$ cat src/nvac_pkg.sv
// Shared constants and types for the nonvolatile byte memory access block.
// Assumes a single 10 MHz clock and a byte-wide register port.
`default_nettype none
package nvac_pkg;
   // Widths of the register port and of the byte memory
   localparam int ADDR_W = 8;
   localparam int DATA_W = 8;
   // Register offsets on the register port
   localparam logic [ADDR_W-1:0] OFS_CONTROL = 8'h00;
   localparam logic [ADDR_W-1:0] OFS_UNLOCK = 8'h01;
   localparam logic [ADDR_W-1:0] OFS_BUFFER = 8'h02;
   localparam logic [ADDR_W-1:0] OFS_POINTER = 8'h03;
   localparam logic [ADDR_W-1:0] OFS_DONE = 8'h04;
   // Field positions in the control register
   localparam int BIT_SPACE = 7;
   localparam int BIT_CFG = 6;
   localparam int BIT_ERASE = 4;
   localparam int BIT_ERR = 3;
   localparam int BIT_WRITE_ENABLE = 2;
   localparam int BIT_WTRIG = 1;
   localparam int BIT_RTRIG = 0;
   // Field position of the completion flag in its register
   localparam int BIT_DONE = 0;
   // Unlock keys, in the order they must arrive
   localparam logic [DATA_W-1:0] KEY_FIRST = 8'h55;
   localparam logic [DATA_W-1:0] KEY_SECOND = 8'haa;
   // Values after reset
   localparam logic BIT_RST = 1'b0;
   localparam logic [DATA_W-1:0] BYTE_RST = 8'h00;
   // Self-timed write duration
   localparam int CLK_PERIOD_NS = 100;
   localparam int WRITE_TIME_NS = 6400;
   localparam int WRITE_CYCLES_DFLT = (WRITE_TIME_NS + CLK_PERIOD_NS - 1) / CLK_PERIOD_NS;

   // Unlock tracker states
   typedef enum logic [1:0] {
      LK_IDLE = 2'b00,
      LK_KEY1 = 2'b01,
      LK_ARMED = 2'b10
   } nvac_lock_e;

   // Memory space that an access is routed to
   typedef enum logic [1:0] {
      TGT_DATA = 2'b00,
      TGT_PROG = 2'b01,
      TGT_CFG = 2'b10
   } nvac_target_e;

   // Route from the two select bits; configuration select overrides
   function automatic nvac_target_e nvac_route(input logic space, input logic cfg);
      if (cfg)
      begin
         return TGT_CFG;
      end
      return space ? TGT_PROG : TGT_DATA;
   endfunction
endpackage
`default_nettype wire

$ cat src/nvac_mem_if.sv
// Link between the access controller and the byte store with its write timer.
// Assumes both ends share one clock.
`default_nettype none
interface nvac_mem_if;
   import nvac_pkg::*;
   logic [ADDR_W-1:0] addr;
   logic [DATA_W-1:0] rd_byte;
   logic [DATA_W-1:0] wr_byte;
   logic start;
   logic busy;
   logic done;
   modport ctrl (output addr, output wr_byte, output start, input rd_byte, input busy,
      input done);
   modport store (input addr, input wr_byte, input start, output rd_byte, output busy,
      output done);
endinterface
`default_nettype wire

$ cat src/nvac_access_ctrl.sv
// Access control for a byte-wide nonvolatile data memory.
// Assumes a processor core on a plain register port, one access a cycle.
//
// Overview of operation
// Software loads pointer, clears space select, then sets read trigger.
// Addressed byte lands in the buffer, readable the next cycle.
// Buffer keeps the read value until another read or a software write.
// Software loads pointer and buffer before starting a write.
// Only 55h then AAh to the key port, then write trigger, starts a write.
// Software should disable interrupts around the unlock sequence.
// Writes only start while write enable is set.
// Hardware never clears write enable.
// During a write, control, pointer and buffer writes are ignored.
// Write trigger is blocked unless write enable was already set.
// Setting write enable and write trigger together starts nothing.
// Write end clears the write trigger and sets the done flag.
// Only software clears the done flag; it may poll it.
// Raising the error flag leaves both select bits unchanged; a launching control write here still loads them from its data.
// Config select routes to config; else space select picks data or program.
// Read trigger is refused while program memory is selected.
// Error flag rises on a reset mid-write or an improper write attempt; here only a one-edge reset leaves it set, a longer one clears it.
// Software sets the write trigger but never clears it.
// Write length is a counted parameter; trigger and lock hold throughout.
// Any access breaking the key sequence returns the tracker to idle; a 55h key write restarts it at the first-key state.
//
// Chosen here: the placing of the registers and the strobed register port.
`default_nettype none
module nvac_access_ctrl
   import nvac_pkg::*;
#(
   parameter int WRITE_CYCLES = WRITE_CYCLES_DFLT
)(
   // Clock and reset
   input wire logic ref_clk,
   input wire logic rst_n,
   // Register port
   input wire logic [ADDR_W-1:0] bus_addr,
   input wire logic [DATA_W-1:0] bus_wdata,
   input wire logic bus_wr,
   input wire logic bus_rd,
   output logic [DATA_W-1:0] bus_rdata_q,
   // Status
   output logic nvm_done_flag_q,
   output logic [1:0] nvm_target_q
);
   nvac_mem_if mem ();

   logic space_select_q;
   logic config_space_select_q;
   logic erase_sel_q;
   logic aborted_program_flag_q;
   logic write_enable_q;
   logic [DATA_W-1:0] nvm_byte_buffer_q;
   logic [ADDR_W-1:0] nvm_byte_pointer_q;
   nvac_lock_e lock_q;
   logic wr_ctrl;
   logic wr_key;
   logic wr_buf;
   logic wr_ptr;
   logic wr_done;
   logic ctrl_ok;
   logic rd_fire;
   logic wr_try;
   logic launch;
   logic bad_try;
   logic busy;

   // Address match of a strobe against one offset
   function automatic logic hit(input logic strobe, input logic [ADDR_W-1:0] addr,
      input logic [ADDR_W-1:0] ofs);
      return strobe && (addr == ofs);
   endfunction

   // Register write decode
   assign wr_ctrl = hit(bus_wr, bus_addr, OFS_CONTROL);
   assign wr_key = hit(bus_wr, bus_addr, OFS_UNLOCK);
   assign wr_buf = hit(bus_wr, bus_addr, OFS_BUFFER);
   assign wr_ptr = hit(bus_wr, bus_addr, OFS_POINTER);
   assign wr_done = hit(bus_wr, bus_addr, OFS_DONE);
   assign busy = mem.busy;

   // control writes locked during a write
   assign ctrl_ok = wr_ctrl && !busy;
   // read only from data memory
   // routing decides the target
   assign rd_fire = ctrl_ok && bus_wdata[BIT_RTRIG]
      && (nvac_route(space_select_q, config_space_select_q) == TGT_DATA);
   // software can only set the trigger
   assign wr_try = ctrl_ok && bus_wdata[BIT_WTRIG];
   // launch needs the armed tracker
   // write enable stored beforehand
   // same-access enable does not count
   // write enable required
   assign launch = wr_try && (lock_q == LK_ARMED) && write_enable_q
      && (nvac_route(space_select_q, config_space_select_q) == TGT_DATA);
   assign bad_try = wr_try && !launch;

   // Store side of the link
   assign mem.start = launch;
   assign mem.addr = nvm_byte_pointer_q;
   assign mem.wr_byte = nvm_byte_buffer_q;

   nvac_store #(
      .WRITE_CYCLES(WRITE_CYCLES)
   ) u_store (
      .ref_clk(ref_clk),
      .rst_n(rst_n),
      .mem(mem.store)
   );

   // unlock tracker, any access breaks it
   always_ff @(posedge ref_clk)
   begin
      if (!rst_n)
      begin
         lock_q <= LK_IDLE;
      end
      else if (bus_wr || bus_rd)
      begin
         unique case (lock_q)
            LK_KEY1:
            begin
               if (wr_key && bus_wdata == KEY_SECOND)
               begin
                  lock_q <= LK_ARMED;
               end
               else
               begin
                  lock_q <= (wr_key && bus_wdata == KEY_FIRST) ? LK_KEY1 : LK_IDLE;
               end
            end
            LK_IDLE, LK_ARMED:
            begin
               lock_q <= (wr_key && bus_wdata == KEY_FIRST) ? LK_KEY1 : LK_IDLE;
            end
            default:
            begin
               lock_q <= LK_IDLE;
            end
         endcase
      end
   end

   // Select, erase and enable bits
   always_ff @(posedge ref_clk)
   begin
      if (!rst_n)
      begin
         space_select_q <= BIT_RST;
         config_space_select_q <= BIT_RST;
         erase_sel_q <= BIT_RST;
         write_enable_q <= BIT_RST;
      end
      // a refused attempt leaves the selects alone
      // enable changes only by software
      else if (ctrl_ok && !bad_try)
      begin
         space_select_q <= bus_wdata[BIT_SPACE];
         config_space_select_q <= bus_wdata[BIT_CFG];
         erase_sel_q <= bus_wdata[BIT_ERASE];
         write_enable_q <= bus_wdata[BIT_WRITE_ENABLE];
      end
   end

   // error flag, set on launch or bad attempt, cleared on completion
   always_ff @(posedge ref_clk)
   begin
      if (!rst_n)
      begin
         aborted_program_flag_q <= busy; // A one-edge reset mid-write leaves it set; a second reset edge copies the stopped timer and clears it
      end
      else if (launch || bad_try)
      begin
         aborted_program_flag_q <= 1'b1;
      end
      else if (mem.done)
      begin
         aborted_program_flag_q <= 1'b0;
      end
      else if (ctrl_ok)
      begin
         aborted_program_flag_q <= bus_wdata[BIT_ERR];
      end
   end

   // read lands in the buffer
   // buffer holds otherwise
   always_ff @(posedge ref_clk)
   begin
      if (!rst_n)
      begin
         nvm_byte_buffer_q <= BYTE_RST;
      end
      else if (rd_fire)
      begin
         nvm_byte_buffer_q <= mem.rd_byte;
      end
      else if (wr_buf && !busy)
      begin
         nvm_byte_buffer_q <= bus_wdata;
      end
   end

   // pointer locked during a write
   always_ff @(posedge ref_clk)
   begin
      if (!rst_n)
      begin
         nvm_byte_pointer_q <= BYTE_RST;
      end
      else if (wr_ptr && !busy)
      begin
         nvm_byte_pointer_q <= bus_wdata;
      end
   end

   // done flag set at write end
   // software clears with a zero, a set in the same cycle wins
   always_ff @(posedge ref_clk)
   begin
      if (!rst_n)
      begin
         nvm_done_flag_q <= BIT_RST;
      end
      else if (mem.done)
      begin
         nvm_done_flag_q <= 1'b1;
      end
      else if (wr_done && !bus_wdata[BIT_DONE])
      begin
         nvm_done_flag_q <= 1'b0;
      end
   end

   // Read data stand one cycle, zero otherwise and for unmapped offsets
   always_ff @(posedge ref_clk)
   begin
      if (!rst_n || !bus_rd)
      begin
         bus_rdata_q <= BYTE_RST;
      end
      else
      begin
         unique case (bus_addr)
            // write trigger reads as the busy timer
            OFS_CONTROL: bus_rdata_q <= {space_select_q, config_space_select_q, 1'b0,
               erase_sel_q, aborted_program_flag_q, write_enable_q, busy, 1'b0};
            OFS_BUFFER: bus_rdata_q <= nvm_byte_buffer_q;
            OFS_POINTER: bus_rdata_q <= nvm_byte_pointer_q;
            OFS_DONE: bus_rdata_q <= {7'h00, nvm_done_flag_q};
            default: bus_rdata_q <= BYTE_RST; // Key port and holes read zero
         endcase
      end
   end

   // current route shown on a port
   always_ff @(posedge ref_clk)
   begin
      if (!rst_n)
      begin
         nvm_target_q <= TGT_DATA;
      end
      else
      begin
         nvm_target_q <= nvac_route(space_select_q, config_space_select_q);
      end
   end
endmodule
`default_nettype wire

$ cat src/nvac_store.sv
// Byte memory array with its self-timed write cycle.
// Assumes address and data stay steady while busy is high.
`default_nettype none
module nvac_store
   import nvac_pkg::*;
#(
   parameter int WRITE_CYCLES = WRITE_CYCLES_DFLT
)(
   // Clock and reset
   input wire logic ref_clk,
   input wire logic rst_n,
   // Controller side
   nvac_mem_if.store mem
);
   localparam int CNT_W = $clog2(WRITE_CYCLES + 1);

   logic [DATA_W-1:0] cells [2**ADDR_W];
   logic [CNT_W-1:0] cnt_q;
   logic busy_q;
   logic done_q;

   // Reads are combinational, so the controller can latch them at once
   assign mem.rd_byte = cells[mem.addr];
   assign mem.busy = busy_q;
   assign mem.done = done_q;

   // counted write length
   // Write timer: busy for WRITE_CYCLES cycles, then a one-cycle done pulse
   always_ff @(posedge ref_clk)
   begin
      if (!rst_n)
      begin
         busy_q <= BIT_RST;
         done_q <= BIT_RST;
         cnt_q <= '0;
      end
      else
      begin
         done_q <= 1'b0;
         if (mem.start && !busy_q)
         begin
            busy_q <= 1'b1;
            cnt_q <= CNT_W'(WRITE_CYCLES - 1);
         end
         else if (busy_q)
         begin
            if (cnt_q == '0)
            begin
               busy_q <= 1'b0;
               done_q <= 1'b1;
            end
            else
            begin
               cnt_q <= cnt_q - 1'b1;
            end
         end
      end
   end

   // Commit the byte on the last cycle of the write; cells are never reset
   always_ff @(posedge ref_clk)
   begin
      if (busy_q && cnt_q == '0)
      begin
         cells[mem.addr] <= mem.wr_byte;
      end
   end
endmodule
`default_nettype wire

$ cat config.mk
export PLATFORM = sky130hd
export DESIGN_NAME = nvac_access_ctrl
export DESIGN_NICKNAME = d
export VERILOG_FILES = /design/src/nvac_pkg.sv /design/src/nvac_mem_if.sv /design/src/nvac_access_ctrl.sv /design/src/nvac_store.sv
export SDC_FILE = /design/constraint.sdc
export NUM_CORES = 2
export LEC_CHECK = 0
export ABC_AREA = 1
export BUFFER_PORTS_ARGS = -buffer_cell sky130_fd_sc_hd__clkbuf_2
export CELL_PAD_IN_SITES_DETAIL_PLACEMENT = 1
export CELL_PAD_IN_SITES_GLOBAL_PLACEMENT = 2
export CORE_UTILIZATION = 30
export CTS_CLUSTER_DIAMETER = 100
export DETAILED_ROUTE_END_ITERATION = 8
export PLACE_DENSITY = 0.62
export RECOVER_POWER = 25
export SETUP_SLACK_MARGIN = 0.15
export SYNTH_ARGS = -nofsm -noshare
export SYNTH_HDL_FRONTEND = slang
export SYNTH_SLANG_ARGS = --single-unit
$ cat constraint.sdc
create_clock -name ref_clk -period 4.6 [get_ports ref_clk]
set_input_delay 0.69 -clock ref_clk [delete_from_list [all_inputs] [get_ports ref_clk]]
set_output_delay 0.69 -clock ref_clk [all_outputs]
set_load 0.02 [all_outputs]
# After elaboration in Yosys (flattened, before gate mapping)
# Memory sizes are Yosys's and may differ from the RTL's. A register that Yosys moved wholly into a read port is not among the register bits.
# Index checks and enable logic that the tools add are counted.
dict set report classes {
  addsub 1
  eq_ne 10
  mux 29
  bitwise 3
  reduce_logical 42
}
# cell n
set ops {}
lappend ops {{8-bit two-way mux} 4}
lappend ops {{8-bit one-hot mux with 4 select lines} 1}
lappend ops {{1-bit logical AND} 21}
lappend ops {{6-bit two-way mux} 3}
lappend ops {{8-bit by 2-bit == test with 1-bit output, second input constant} 2}
lappend ops {{1-bit two-way mux} 16}
lappend ops {{8-bit by 1-bit == test with 1-bit output, second input constant} 1}
lappend ops {{8-bit by 3-bit == test with 1-bit output, second input constant} 1}
lappend ops {{8-bit by 7-bit == test with 1-bit output, second input constant} 1}
lappend ops {{8-bit == test, second input constant} 1}
lappend ops {{8-bit logical NOT} 1}
lappend ops {{2-bit two-way mux} 4}
lappend ops {{7-bit logical NOT} 1}
lappend ops {{7-bit by 1-bit subtractor with 7-bit output, second input constant} 1}
lappend ops {{1-bit logical NOT} 6}
lappend ops {{2-bit nonzero test} 3}
lappend ops {{2-bit logical NOT} 2}
lappend ops {{4-bit by 1-bit inequality test with 1-bit output, second input constant} 1}
lappend ops {{2-bit one-hot mux with 2 select lines} 1}
lappend ops {{2-bit AND reduction} 2}
lappend ops {{2-bit OR reduction} 2}
lappend ops {{1-bit logical OR} 3}
lappend ops {{1-bit inverter} 3}
lappend ops {{3-bit OR reduction} 1}
lappend ops {{other kinds (3)} 3}
dict set report totals {
  register_bits 43
  mem_bits_rw 2048
  input_bits 20
  out_inout_bits 11
  word_cells 101
  n_memories 1
}
# name words word_bits read_ports rd_ports_with_merged_regs write_ports line_no
set memory_table {}
lappend memory_table {u_store.cells 256 8 1 1 1 nvac_store.sv:17} ;# logic [DATA_W-1:0] cells [2**ADDR_W];

# Logic depth before layout (Yosys ltp)
dict set report logic_depth {
  depth_word 12
  mapped_depth 17
  ltp_nobuf 15
}

# Hierarchy
# From an unflattened synthesis, not the netlist that was laid out.
dict set report unflattened {
  cells_unflattened 8107
  area_unflattened_um2 86759.5
}
# mod instances cells_per_inst area_per_inst_um2 seq_area_each_um2
set modules_own_cells {}
lappend modules_own_cells {nvac_store 1 7838 84961.5 61679.2}
lappend modules_own_cells {nvac_access_ctrl 1 269 1798.0 690.7}

# Least setup slack after synthesis
# OpenSTA, ideal clock, no wires.
dict set report synth_path {
  path_kind {reg-to-reg}
  from {register nvm_byte_buffer_q[1] (netlist: mem.wr_byte[1])}
  to {memory u_store.cells[0][1] (data pin)}
  setup_time_ns 0.859
  arrival_ns 3.413
  t_required_ns 3.741
  path_slack_ns 0.328
  path_stages_with_launch 1
  n_path_buf 0
  path_cell_list {dfxtp_1}
}
# item line_no
set synth_rtl {}
lappend synth_rtl {{from (decl)} nvac_access_ctrl.sv:53} ;# logic [DATA_W-1:0] nvm_byte_buffer_q;
lappend synth_rtl {{from (signal assigned)} nvac_access_ctrl.sv:196} ;# nvm_byte_buffer_q <= mem.rd_byte;
lappend synth_rtl {{from (signal assigned)} nvac_access_ctrl.sv:200} ;# nvm_byte_buffer_q <= bus_wdata;
lappend synth_rtl {{to (decl)} nvac_store.sv:17}
# Straight into the memory's write port.

# Worst setup path in the final report
dict set report layout_path {
  from {register nvm_byte_buffer_q[2] (netlist: mem.wr_byte[2])}
  to {memory u_store.cells[108][2] (data pin)}
}
# Straight into the memory's write port.

==> flow_summary.toml <==
[clock_network]
clkSlewWorstSetupHoldPaths_ns = 0.06
ctsHoldBuffers = 0
root_buffer = "clkbuf_16"
cts_htree_levels = 4
cts_setup_buffers = 0
clkSinkCount = 2099
cts_resized = 0
clk_path_buf_depth = 4
cts_inserted_buffers = 228
clk_latency_ns = 0.91
cts_tree = "done"

[status]
outcome = "finished with violations"
violations = "max-capacitance violations, max-slew violations"

[synth]
ys_ff_latch = 2099
synth_edf_count = 2049
synth.avg_cell_area_um2 = 12.1
async_flop_share_pct = 0
synth-main-ff-cell = "edfxtp_1"
synth_top_area_cell = "edfxtp_1"
synth_top_cell_area_share_pct = 72.3
synth-seq-area-share_pct = 73.5
synthTopCellsByArea = "edfxtp_1 (72%), nand3_1 (8.8%), nand2_1 (7.1%)"
synth.distinct_cells = 38
syn-num-nets = 7073
syn_area_um2 = 85100
yosysWarnings = 0
synthCells = 7051

[global_route]
antenna_found_initial = 24
grt_pass1_vias = 57100
globalRouteOverflowTotal = 0
grt_max_degree = 158
grt_pass1_wl_um = 410000
grt_usage_pct = 19.5

[sta]
rsz0062_at_grt = "false"
post-route-min-period_ns = 4.10
fin_setup_tns_ns = 0
tightestPinTransition_ns = 3.55
max_freq_mhz = 244
final_hold_viol_count = 0
slew_headroom_pct = -137
fin_crit_sh_pct = 89.1
maxSlewViolCount = 823
clock-skew-final_ns = 0.0667
setup_viol = 0
hold-worst-slack_ns = 0.109

[floorplan]
coreArea_um2 = 282000
die_area_um2 = 286000
io_pins = 31
start_util_pct = 30.2
row_count = 195
die_h_um = 535
fp.dieW_um = 535

[power]
max-vdd-ir-drop_mv = 0.313
leakage_uw = 0.0334
p_per_area_nw_per_um2 = 403

[critical_path]
cp_slowest_stage_delay_ns = 1.84
crit_slowest_cell = "buf_2"
crit_type = "flop to flop"
path_cells = "buf_2"
worst_path_dominant_cell_family = "buffers and inverters"
end_kind = "flop"
crit_buf_inv = 1
worstPathMaxFanout = 96
critPathArrivalTime_ns = 4.42
start_kind = "flop"
critical_path_required_ns = 4.92

[cells_and_area]
area_growth_pct = 13.3
fin_util_pct = 34.2
final_cell_mix = "edfxtp_1 (2049), nand2_1 (1599), nand3_1 (1502), nor2_1 (636), o21ai_0 (347)"
multi_input_area_um2 = 19500
fillers = 30300
final-seq-area_um2 = 62600
nets = 7034
final_common_cell = "edfxtp_1"
drive_gt1_share_pct = 7.89

[placement]
dp_hpwl_um = 164000
gp_congestion = 0.808
io_buffers = 30

[routing]
routed_wl_um = 283000
wl_per_cell_um = 25.8
viasPerCell = 5.11
drc = 0
firstDrtPassIters = 5
vias = 55900
initialDrtViolationCount = 4404
ant_nets = 0

[hold_path]
holdCritPathClass = "input pin to flop"

[job]
maxCapViolations = 15
==> cells in the mapped netlist (7+ instances only) <==
cell type,count
edfxtp_1,2049
nand2_1,1615
nand3_1,1502
nor2_1,635
o21ai_0,347
buf_2,211
o22ai_1,171
clkbuf_1,124
inv_1,74
buf_4,63
buf_6,57
dfxtp_1,50
a21oi_1,39
buf_1,29
o21ai_1,25
a211oi_1,8
nor3_1,8
inv_2,7
==> metrics by stage <==
stage | setup slack [ns] | total power, uW | cell area [um^2] | std cells
final | 0.503 | 38900 | 96400 | 10900
after global routing | 0.297 | 39900 | 96400 | 10900
after CTS | 0.793 | 39300 | 96500 | 10900
after floorplan | 0.328 | 21200 | 85100 | 7051
after global placement | 0.862 | 21200 | 89300 | 10500
after detailed placement | 0.866 | 21200 | 89300 | 10500
==> final timing paths <==
path / from / end / slack, ns / depth (start not counted)
setup / recovery: mem.wr_byte[2] / u_store.cells[108][2] / 0.50 / 1
setup reg to reg: mem.wr_byte[2] / u_store.cells[108][2] / 0.50 / 1
hold / removal: bus_rd / lock_q[0] / 0.11 / 4
hold reg to reg: nvm_done_flag_q / nvm_done_flag_q / 0.49 / 2
==> state kept, by name, summed over array words and instances (netlist names), 2 cells and up, named ones only <==
| name | count |
|---|---|
| lock_q | 2 |
| u_store.cnt_q | 7 |
| nvm_target_q | 2 |
| u_store.cells | 2048 |
| bus_rdata_q | 8 |
| mem.addr | 8 |
| mem.wr_byte | 8 |
==> where the power goes <==
part / internal (uW) / leakage [uW] / switching, uW
clock: 10300 / 0.00350 / 7740
combinational: 34.0 / 0.00990 / 109
sequential: 20700 / 0.0200 / 5.60
==> metal layers <==
| layer | GRT usage, % | part of all wire, % | wire length (um) | vias up |
|---|---|---|---|---|
| li1 | - | - | - | 25200 |
| met1 | 27.1 | 45 | 128000 | 28800 |
| met2 | 31.4 | 46 | 131000 | 1401 |
| met3 | 2.75 | 5.2 | 14800 | 417 |
| met4 | 6.24 | 3.1 | 8900 | 2 |
| met5 | 0 | 0.0060 | 17 | - |
==> final cells by class <==
class | count | share of cell area [%]
Antenna cell | 1 | 0.00260
Clock buffer | 296 | 6.34
Clock inverter | 119 | 1.12
Inverter | 85 | 0.388
Multi-Input combinational cell | 4382 | 20.3
Sequential cell | 2099 | 64.9
Tap cell | 3743 | 4.86
Timing Repair Buffer | 216 | 2.14
==> logic make-up after synthesis <==
group,count (synthesis),share of synthesized area (%)
DFF,2099,73.5
and+or+nand+nor,3774,19.0
xor gates and xnor gates,4,0.0412
adders and majority gates,2,0.0294
buffers and inverters,570,3.63
AOI/OAI and AO/OA,602,3.85
Note: power is estimated with default switching activity, not from simulation.
